File: config.mk
export PLATFORM = sky130hd
export DESIGN_NAME = acc_adc_control
export DESIGN_NICKNAME = d
export VERILOG_FILES = /design/src/acc_adc_control.v
export VERILOG_INCLUDE_DIRS = /design/src
export SDC_FILE = /design/constraint.sdc
export NUM_CORES = 1
export LEC_CHECK = 0
export ABC_AREA = 1
export BUFFER_PORTS_ARGS = -buffer_cell sky130_fd_sc_hd__buf_2
export CORE_MARGIN = 2
export CORE_UTILIZATION = 55
export CTS_CLUSTER_SIZE = 40
export DETAILED_ROUTE_END_ITERATION = 10
export GPL_TIMING_DRIVEN = 0
export PLACE_DENSITY = 0.8
export SYNTH_ARGS = -nofsm -noshare
export SYNTH_HDL_FRONTEND = slang
export SYNTH_SLANG_ARGS = --single-unit
File: constraint.sdc
create_clock -name core_clk_in -period 2.2 [get_ports core_clk_in]
set_input_delay 0.66 -clock core_clk_in [delete_from_list [all_inputs] [get_ports core_clk_in]]
set_output_delay 0.66 -clock core_clk_in [all_outputs]
set_load 0.02 [all_outputs]
File: src/acc_consts.vh
// Register offsets, field positions and timing constants of the converter control block
`ifndef ACC_CONSTS_VH
`define ACC_CONSTS_VH
`define ACC_ADDR_W          32
`define ACC_CTRL_ADDR       32'hFFFF_8807
`define ACC_RESULT_ADDR     32'hFFFF_8809
`define ACC_IRQ_STAT_ADDR   32'hFFFF_8811
`define ACC_IRQ_MASK_ADDR   32'hFFFF_8813
`define ACC_IRQ_LEVEL_ADDR  32'hFFFF_8815
`define ACC_PDOWN_ADDR      32'hFFFF_8817
`define ACC_SCLK_DIV_ADDR   32'hFFFF_8819
`define ACC_SEL_LSB         0
`define ACC_SEL_MSB         1
`define ACC_BUSY_BIT        3
`define ACC_DONE_BIT        4
`define ACC_EN_BIT          6
`define ACC_CONV_PERIODS    8'h18
`define ACC_SCLK_DIV_RST    8'h01
`define ACC_IRQ_LEVEL_RST   3'h0
`define ACC_IRQ_DONE_BIT    0
`define ACC_IRQ_ABORT_BIT   1
`endif

File: src/acc_adc_control.v
// Conversion control for the 8-bit successive-approximation converter
`timescale 1ns/1ns
`default_nettype none
`include "acc_consts.vh"

module acc_adc_control #(
  parameter CONV_PERIODS = `ACC_CONV_PERIODS
) (
  input  wire                   core_clk_in,
  input  wire                   rst_n_in,
  input  wire [`ACC_ADDR_W-1:0] bus_addr_in,
  input  wire [7:0]             bus_wdata_in,
  input  wire                   bus_wr_in,
  input  wire                   bus_rd_in,
  output reg  [7:0]             bus_rdata_out,
  input  wire                   power_down_in,
  input  wire [7:0]             sar_data_in,
  output reg  [1:0]             input_select_field_out,
  output reg                    converter_enable_bit_out,
  output reg                    reference_on_out,
  output reg                    sar_sample_out,
  output reg                    irq_out
);

  localparam ST_IDLE = 2'b00;
  localparam ST_CONV = 2'b01;
  localparam ST_DONE = 2'b10;

  // Index of the last secondary period, cut to the counter width on purpose
  localparam [31:0] CONV_LAST_W = CONV_PERIODS - 1;
  localparam [7:0]  CONV_LAST   = CONV_LAST_W[7:0];

  // Sticky events: conversion done and conversion aborted
  localparam NUM_EVT = 2;

  // Power-down pin comes from another block's domain
  reg                pd_meta_r;
  reg                pd_sync_r;

  // Conversion sequencer
  reg [1:0]          state_r;
  reg [1:0]          state_nxt;
  reg                busy_r;
  reg                busy_nxt;
  reg                done_r;
  reg                done_nxt;
  reg [7:0]          period_cnt_r;
  reg [7:0]          period_cnt_nxt;
  reg [7:0]          result_r;
  reg [7:0]          result_nxt;

  // Secondary peripheral clock divider
  reg [7:0]          div_r;
  reg [7:0]          div_nxt;
  reg [7:0]          div_cnt_r;
  reg [7:0]          div_cnt_nxt;
  reg                tick_r;
  reg                tick_nxt;

  // Software-owned fields
  reg                enable_r;
  reg                enable_nxt;
  reg [1:0]          sel_r;
  reg [1:0]          sel_nxt;
  reg [1:0]          irq_mask_r;
  reg [1:0]          irq_mask_nxt;
  reg [2:0]          irq_level_r;
  reg [2:0]          irq_level_nxt;
  reg                sw_pdown_r;
  reg                sw_pdown_nxt;

  // Interrupt status, read data and output next values
  reg [NUM_EVT-1:0]  irq_stat_r;
  reg [7:0]          rdata_nxt;
  reg [1:0]          sel_out_nxt;
  reg                enable_out_nxt;
  reg                ref_on_nxt;
  reg                sample_nxt;
  reg                irq_nxt;

  // Address decode
  wire               hit_ctrl   = (bus_addr_in == `ACC_CTRL_ADDR);
  wire               hit_result = (bus_addr_in == `ACC_RESULT_ADDR);
  wire               hit_stat   = (bus_addr_in == `ACC_IRQ_STAT_ADDR);
  wire               hit_mask   = (bus_addr_in == `ACC_IRQ_MASK_ADDR);
  wire               hit_level  = (bus_addr_in == `ACC_IRQ_LEVEL_ADDR);
  wire               hit_pdown  = (bus_addr_in == `ACC_PDOWN_ADDR);
  wire               hit_div    = (bus_addr_in == `ACC_SCLK_DIV_ADDR);

  // Write strobes per register; the result register has none
  wire               wr_ctrl    = bus_wr_in && hit_ctrl;
  wire               wr_stat    = bus_wr_in && hit_stat;
  wire               wr_mask    = bus_wr_in && hit_mask;
  wire               wr_level   = bus_wr_in && hit_level;
  wire               wr_pdown   = bus_wr_in && hit_pdown;
  wire               wr_div     = bus_wr_in && hit_div;

  // Conversion control terms
  wire               pdown      = pd_sync_r | sw_pdown_r;
  wire               start_req  = wr_ctrl && bus_wdata_in[`ACC_BUSY_BIT];
  // Enable and start may arrive in the same write
  wire               start_en   = bus_wdata_in[`ACC_EN_BIT];
  wire               start_ok   = start_req && start_en && !busy_r && !done_r && !pdown;
  wire               done_clr   = wr_ctrl && !bus_wdata_in[`ACC_DONE_BIT];
  wire               converting = (state_r == ST_CONV);
  wire               last_tick  = tick_r && (period_cnt_r == CONV_LAST);
  wire               abort      = converting && (pdown || !enable_r);
  wire               finish     = converting && last_tick && !abort;
  wire               irq_pending = (irq_level_r != 3'h0) && ((irq_stat_r & irq_mask_r) != 2'b00);

  // Event set and clear vectors
  wire [NUM_EVT-1:0] evt_set;
  wire [NUM_EVT-1:0] evt_clr;
  wire [7:0]         ctrl_view;

  assign evt_set[`ACC_IRQ_DONE_BIT]  = finish;
  assign evt_set[`ACC_IRQ_ABORT_BIT] = abort;
  assign evt_clr   = wr_stat ? bus_wdata_in[NUM_EVT-1:0] : {NUM_EVT{1'b0}};
  assign ctrl_view = {1'b0, enable_r, 1'b0, done_r, busy_r, 1'b0, sel_r};

  // Two-flop synchroniser; only the second stage feeds logic
  always @(posedge core_clk_in or negedge rst_n_in) begin
    if (!rst_n_in) begin
      pd_meta_r <= 1'b0;
      pd_sync_r <= 1'b0;
    end else begin
      pd_meta_r <= power_down_in;
      pd_sync_r <= pd_meta_r;
    end
  end

  // Secondary clock as a one-cycle enable, counted only while converting
  always @* begin
    div_cnt_nxt = div_cnt_r;
    tick_nxt    = 1'b0;
    if (!converting) begin
      div_cnt_nxt = 8'h00;
    end else if (div_cnt_r >= div_r) begin
      div_cnt_nxt = 8'h00;
      tick_nxt    = 1'b1;
    end else begin
      div_cnt_nxt = div_cnt_r + 8'h01;
    end
  end

  always @(posedge core_clk_in or negedge rst_n_in) begin
    if (!rst_n_in) begin
      div_cnt_r <= 8'h00;
    end else begin
      div_cnt_r <= div_cnt_nxt;
    end
  end

  always @(posedge core_clk_in or negedge rst_n_in) begin
    if (!rst_n_in) begin
      tick_r <= 1'b0;
    end else begin
      tick_r <= tick_nxt;
    end
  end

  // Sequencer next state
  always @* begin
    state_nxt      = state_r;
    busy_nxt       = busy_r;
    done_nxt       = done_r;
    period_cnt_nxt = period_cnt_r;
    result_nxt     = result_r;
    case (state_r)
      ST_IDLE: begin
        if (start_ok) begin
          state_nxt      = ST_CONV;
          busy_nxt       = 1'b1;
          period_cnt_nxt = 8'h00;
        end
      end
      ST_CONV: begin
        if (abort) begin
          state_nxt = ST_IDLE;
          busy_nxt  = 1'b0;
        end else if (finish) begin
          state_nxt  = ST_DONE;
          busy_nxt   = 1'b0;
          done_nxt   = 1'b1;
          result_nxt = sar_data_in;
        end else if (tick_r) begin
          period_cnt_nxt = period_cnt_r + 8'h01;
        end
      end
      ST_DONE: begin
        if (done_clr) begin
          state_nxt = ST_IDLE;
          done_nxt  = 1'b0;
        end
      end
      default: begin
        state_nxt = ST_IDLE;
        busy_nxt  = 1'b0;
        done_nxt  = 1'b0;
      end
    endcase
  end

  always @(posedge core_clk_in or negedge rst_n_in) begin
    if (!rst_n_in) begin
      state_r <= ST_IDLE;
      busy_r  <= 1'b0;
      done_r  <= 1'b0;
    end else begin
      state_r <= state_nxt;
      busy_r  <= busy_nxt;
      done_r  <= done_nxt;
    end
  end

  // Counter and result only move inside a conversion
  always @(posedge core_clk_in or negedge rst_n_in) begin
    if (!rst_n_in) begin
      period_cnt_r <= 8'h00;
      result_r     <= 8'h00;
    end else begin
      period_cnt_r <= period_cnt_nxt;
      result_r     <= result_nxt;
    end
  end

  // Software writes
  always @* begin
    enable_nxt    = enable_r;
    sel_nxt       = sel_r;
    irq_mask_nxt  = irq_mask_r;
    irq_level_nxt = irq_level_r;
    sw_pdown_nxt  = sw_pdown_r;
    div_nxt       = div_r;
    if (wr_ctrl) begin
      enable_nxt = bus_wdata_in[`ACC_EN_BIT];
      if (!done_r && !busy_r) begin
        sel_nxt = bus_wdata_in[`ACC_SEL_MSB:`ACC_SEL_LSB];
      end
    end
    if (wr_mask) begin
      irq_mask_nxt = bus_wdata_in[1:0];
    end
    if (wr_level) begin
      irq_level_nxt = bus_wdata_in[2:0];
    end
    if (wr_pdown) begin
      sw_pdown_nxt = bus_wdata_in[0];
    end
    if (wr_div) begin
      div_nxt = bus_wdata_in;
    end
  end

  always @(posedge core_clk_in or negedge rst_n_in) begin
    if (!rst_n_in) begin
      enable_r    <= 1'b0;
      sel_r       <= 2'b00;
      irq_mask_r  <= 2'b00;
      irq_level_r <= `ACC_IRQ_LEVEL_RST;
      sw_pdown_r  <= 1'b0;
      div_r       <= `ACC_SCLK_DIV_RST;
    end else begin
      enable_r    <= enable_nxt;
      sel_r       <= sel_nxt;
      irq_mask_r  <= irq_mask_nxt;
      irq_level_r <= irq_level_nxt;
      sw_pdown_r  <= sw_pdown_nxt;
      div_r       <= div_nxt;
    end
  end

  // Sticky status per event: the set beats a same-cycle clear
  genvar gi;
  generate
    for (gi = 0; gi < NUM_EVT; gi = gi + 1) begin : g_evt
      always @(posedge core_clk_in or negedge rst_n_in) begin
        if (!rst_n_in) begin
          irq_stat_r[gi] <= 1'b0;
        end else if (evt_set[gi]) begin
          irq_stat_r[gi] <= 1'b1;
        end else if (evt_clr[gi]) begin
          irq_stat_r[gi] <= 1'b0;
        end
      end
    end
  endgenerate

  // Read data stand for the one cycle after the read strobe, zero otherwise
  always @* begin
    rdata_nxt = 8'h00;
    if (bus_rd_in) begin
      case (1'b1)
        hit_ctrl:   rdata_nxt = ctrl_view;
        hit_result: rdata_nxt = result_r;
        hit_stat:   rdata_nxt = {6'h00, irq_stat_r};
        hit_mask:   rdata_nxt = {6'h00, irq_mask_r};
        hit_level:  rdata_nxt = {5'h00, irq_level_r};
        hit_pdown:  rdata_nxt = {7'h00, sw_pdown_r};
        hit_div:    rdata_nxt = div_r;
        default:    rdata_nxt = 8'h00;
      endcase
    end
  end

  always @(posedge core_clk_in or negedge rst_n_in) begin
    if (!rst_n_in) begin
      bus_rdata_out <= 8'h00;
    end else begin
      bus_rdata_out <= rdata_nxt;
    end
  end

  // Output next values
  always @* begin
    sel_out_nxt    = sel_r;
    enable_out_nxt = enable_r;
    ref_on_nxt     = enable_r && !pdown;
    sample_nxt     = converting && !abort;
    irq_nxt        = irq_pending;
  end

  // Every output comes straight from its own flop
  always @(posedge core_clk_in or negedge rst_n_in) begin
    if (!rst_n_in) begin
      input_select_field_out <= 2'b00;
    end else begin
      input_select_field_out <= sel_out_nxt;
    end
  end

  always @(posedge core_clk_in or negedge rst_n_in) begin
    if (!rst_n_in) begin
      converter_enable_bit_out <= 1'b0;
    end else begin
      converter_enable_bit_out <= enable_out_nxt;
    end
  end

  always @(posedge core_clk_in or negedge rst_n_in) begin
    if (!rst_n_in) begin
      reference_on_out <= 1'b0;
    end else begin
      reference_on_out <= ref_on_nxt;
    end
  end

  always @(posedge core_clk_in or negedge rst_n_in) begin
    if (!rst_n_in) begin
      sar_sample_out <= 1'b0;
    end else begin
      sar_sample_out <= sample_nxt;
    end
  end

  always @(posedge core_clk_in or negedge rst_n_in) begin
    if (!rst_n_in) begin
      irq_out <= 1'b0;
    end else begin
      irq_out <= irq_nxt;
    end
  end

endmodule // acc_adc_control
`default_nettype wire

==> results.yml <==
grt:
  grt_pass1_vias: 2785
  grt_max_degree: 65
  grt.total_usage_pct: 24.7
  antenna_found_initial: 0
  grt_pass1_wl_um: 12400
  grt_overflow_total: 0
clock_tree:
  cts_sinks: 64
  cts.repair_timing.setup_buffer_count: 0
  cts-resized-gates: 0
  insertion_delay_ps: 350
  hold_buffers: 0
  cts-root-buf: "clkbuf_8"
  cts_tree: "built"
  cts_buffers: 9
  clock_path_buffers: 2
  path_clk_slew_ps: 80
  h-tree-depth: 3
setup_path:
  cp_slowest_cell: "clkbuf_1"
  end_kind: "flop"
  cpPeakStageDelay_ps: 370
  worstPathCellList: "buf_2 > inv_1 > nand2_1 > nor2_2 > nand2_2 > nor2_8 > nand3_4 > clkbuf_1 > o21ai_0 > o221ai_1 > inv_1"
  startpoint_type: "primary input"
  required_ps: 2440
  worstPathArrival_ps: 2080
  setup.worst_path.class: "in -> reg"
  crit_fanout: 10
  cp_common_cell: "inv_1"
routing:
  drt-total-wl_um: 7420
  ant_nets: 0
  wire_per_inst_um: 13.9
  num_vias: 2805
  drc: 0
  vias_per_cell: 5.25
  first_pass_iters: 4
  drt_iter0_markers: 172
synthesis:
  synth.top_cell.area_share_pct: 46.4
  synth_nets: 440
  synth_edf_count: 0
  ys_seq_area_share_pct: 47.1
  synthCells: 377
  ys_types: 39
  syn_area_um2: 3400
  async_reset_ff_share_pct: 100
  yosys_warnings: 0
  ys_ff_latch: 64
  netlist_top_cells_area: "dfrtp_1, nand2_1, inv_1"
  synth-main-ff-cell: "dfrtp_1"
  synth_largest_area_cell: "dfrtp_1"
  syn_avg_cell_area_um2: 9.02
power:
  ir_worst_vdd_mv: 0.466
  leakage_nw: 2.04
  power_density_nw_per_um2: 581
  p_total_mw: 2.34
floorplanning:
  io_pins: 67
  die-area_um2: 6830
  die_h_um: 82.6
  fp.dieW_um: 82.6
  initial_core_util_pct: 57.1
  rows: 28
  core_area_um2: 5960
placed_design:
  portBuffers: 66
  dp_hpwl_um: 5460
  place.gp.congestion: 0.869
  dpl_cell_area_um2: 3820
  place_inst: 518
  dp_slack_ps: 41.9
cells_and_area:
  n_antenna_cell: 0
  final_cell_area_um2: 4030
  nNetsFinal: 517
  drive_gt1_share_pct: 30.1
  area_growth_pct: 18.6
  fill_cells: 502
  finish.utilization_pct: 67.7
  instances_no_fill: 534
timing:
  hold_viol: 0
  worst_slew_pin_slew_ps: 791
  timing.fmax_mhz: 544
  fin_ws_ps: 362
  whs_ps: 353
  min_period_over_period_pct: 83.6
  skew_ps: 4.70
  fin_tns_setup_ps: 0
  maxSlewHeadroom_pct: 47.3
  rsz0062_at_grt: "no"
  final-max-slew-violation-count: 0
  fin_crit_ps: 1840
  setup_violations: 0
run:
  drv_cap: 0
outcome:
  outcome: "complete, no violations"
min_path:
  holdCritPathClass: "reg -> reg"
-- flip-flops by register name, indices dropped and copies added, names as in the netlist, 2 cells and up --
name and cells:
div_cnt_r 8, bus_rdata_out 8, period_cnt_r 8, result_r 8, irq_mask_r 2, irq_stat_r 2
input_select_field_out 2, irq_level_r 3, sel_out_nxt 2, div_r 8, state_r 2
-- logic make-up (layout without fill, tap and decap cells) --
family	Yosys count	after routing	share of synthesized area [%]
DFF	64	64	47.1
muxes	13	13	4.53
AOI/OAI and AO/OA	52	52	9.27
buffers and inverters	61	143	7.55
adders and majority gates	10	10	3.68
xor gates and xnor gates	9	9	2.32
and+or+nand+nor	168	168	25.5
-- path summary, 6_finish.rpt --
kind	cells after the start	slack (ps)	startpoint	endpoint
max in group asynchronous	1	1290	rst_n_in	result_r[7]
min reg2reg	0	350	pd_meta_r	pd_sync_r
min	0	350	pd_meta_r	pd_sync_r
max reg2reg	10	420	period_cnt_r[1]	period_cnt_r[2]
min in group asynchronous	1	370	rst_n_in	bus_rdata_out[7]
max	11	360	bus_addr_in[8]	bus_rdata_out[6]
-- where the power goes --
part           total [mW]  switching, mW  internal (mW)
combinational       0.111         0.0631         0.0478
clock                1.04          0.509          0.534
sequential           1.19        0.00511           1.18
-- cell type report --
cell class                      count  area (um^2)  share of cell area, %
Tap cell                           75         93.8                   2.33
Sequential cell                    64         1600                   39.8
Clock buffer                        9          124                   3.07
Multi-Input combinational cell    252         1540                   38.2
Clock inverter                      7         80.1                   1.99
Buffer                              4         42.5                   1.06
Timing Repair Buffer               66          333                   8.26
Inverter                           57          214                   5.31
-- cells in the mapped netlist, types with 7 or more instances --
| library cell | number |
|---|---|
| nand3_1 | 12 |
| nor2_1 | 28 |
| inv_1 | 55 |
| o21ai_2 | 8 |
| o21ai_0 | 28 |
| ha_1 | 10 |
| xor2_1 | 8 |
| mux2_2 | 11 |
| dfrtp_1 | 63 |
| nand2_1 | 77 |
| nand4_1 | 12 |
| a21oi_1 | 8 |
| or2_2 | 7 |
-- critical path: cells and delay by family --
| kind | cells | cell delay [ps] |
|---|---|---|
| AOI/OAI and AO/OA | 2 | 460 |
| buffers and inverters | 4 | 550 |
| and+or+nand+nor | 5 | 410 |
-- metal layers --
layer  GRT usage, %  share of wire [%]  vias up
li1               -                  -     1380
met1           30.7                 43     1331
met2           41.5                 49       84
met3           7.50                6.8       10
met4           7.21                1.3        0
met5              0                  0        -
-- placed cells by master (no fill, tap or decap), drive strengths merged, types with 3 or more instances in the layout --
| master | n |
|---|---|
| or2 | 7 |
| nand4 | 12 |
| nor4 | 3 |
| dfrtp | 63 |
| a21oi | 8 |
| nand3b | 4 |
| clkbuf | 10 |
| nor2 | 37 |
| o221ai | 4 |
| ha | 10 |
| nand2 | 84 |
| nand3 | 16 |
| o21ai | 36 |
| xor2 | 8 |
| buf | 69 |
| inv | 59 |
| nor3 | 3 |
| mux2 | 13 |
(Power assumes the default switching activity.)
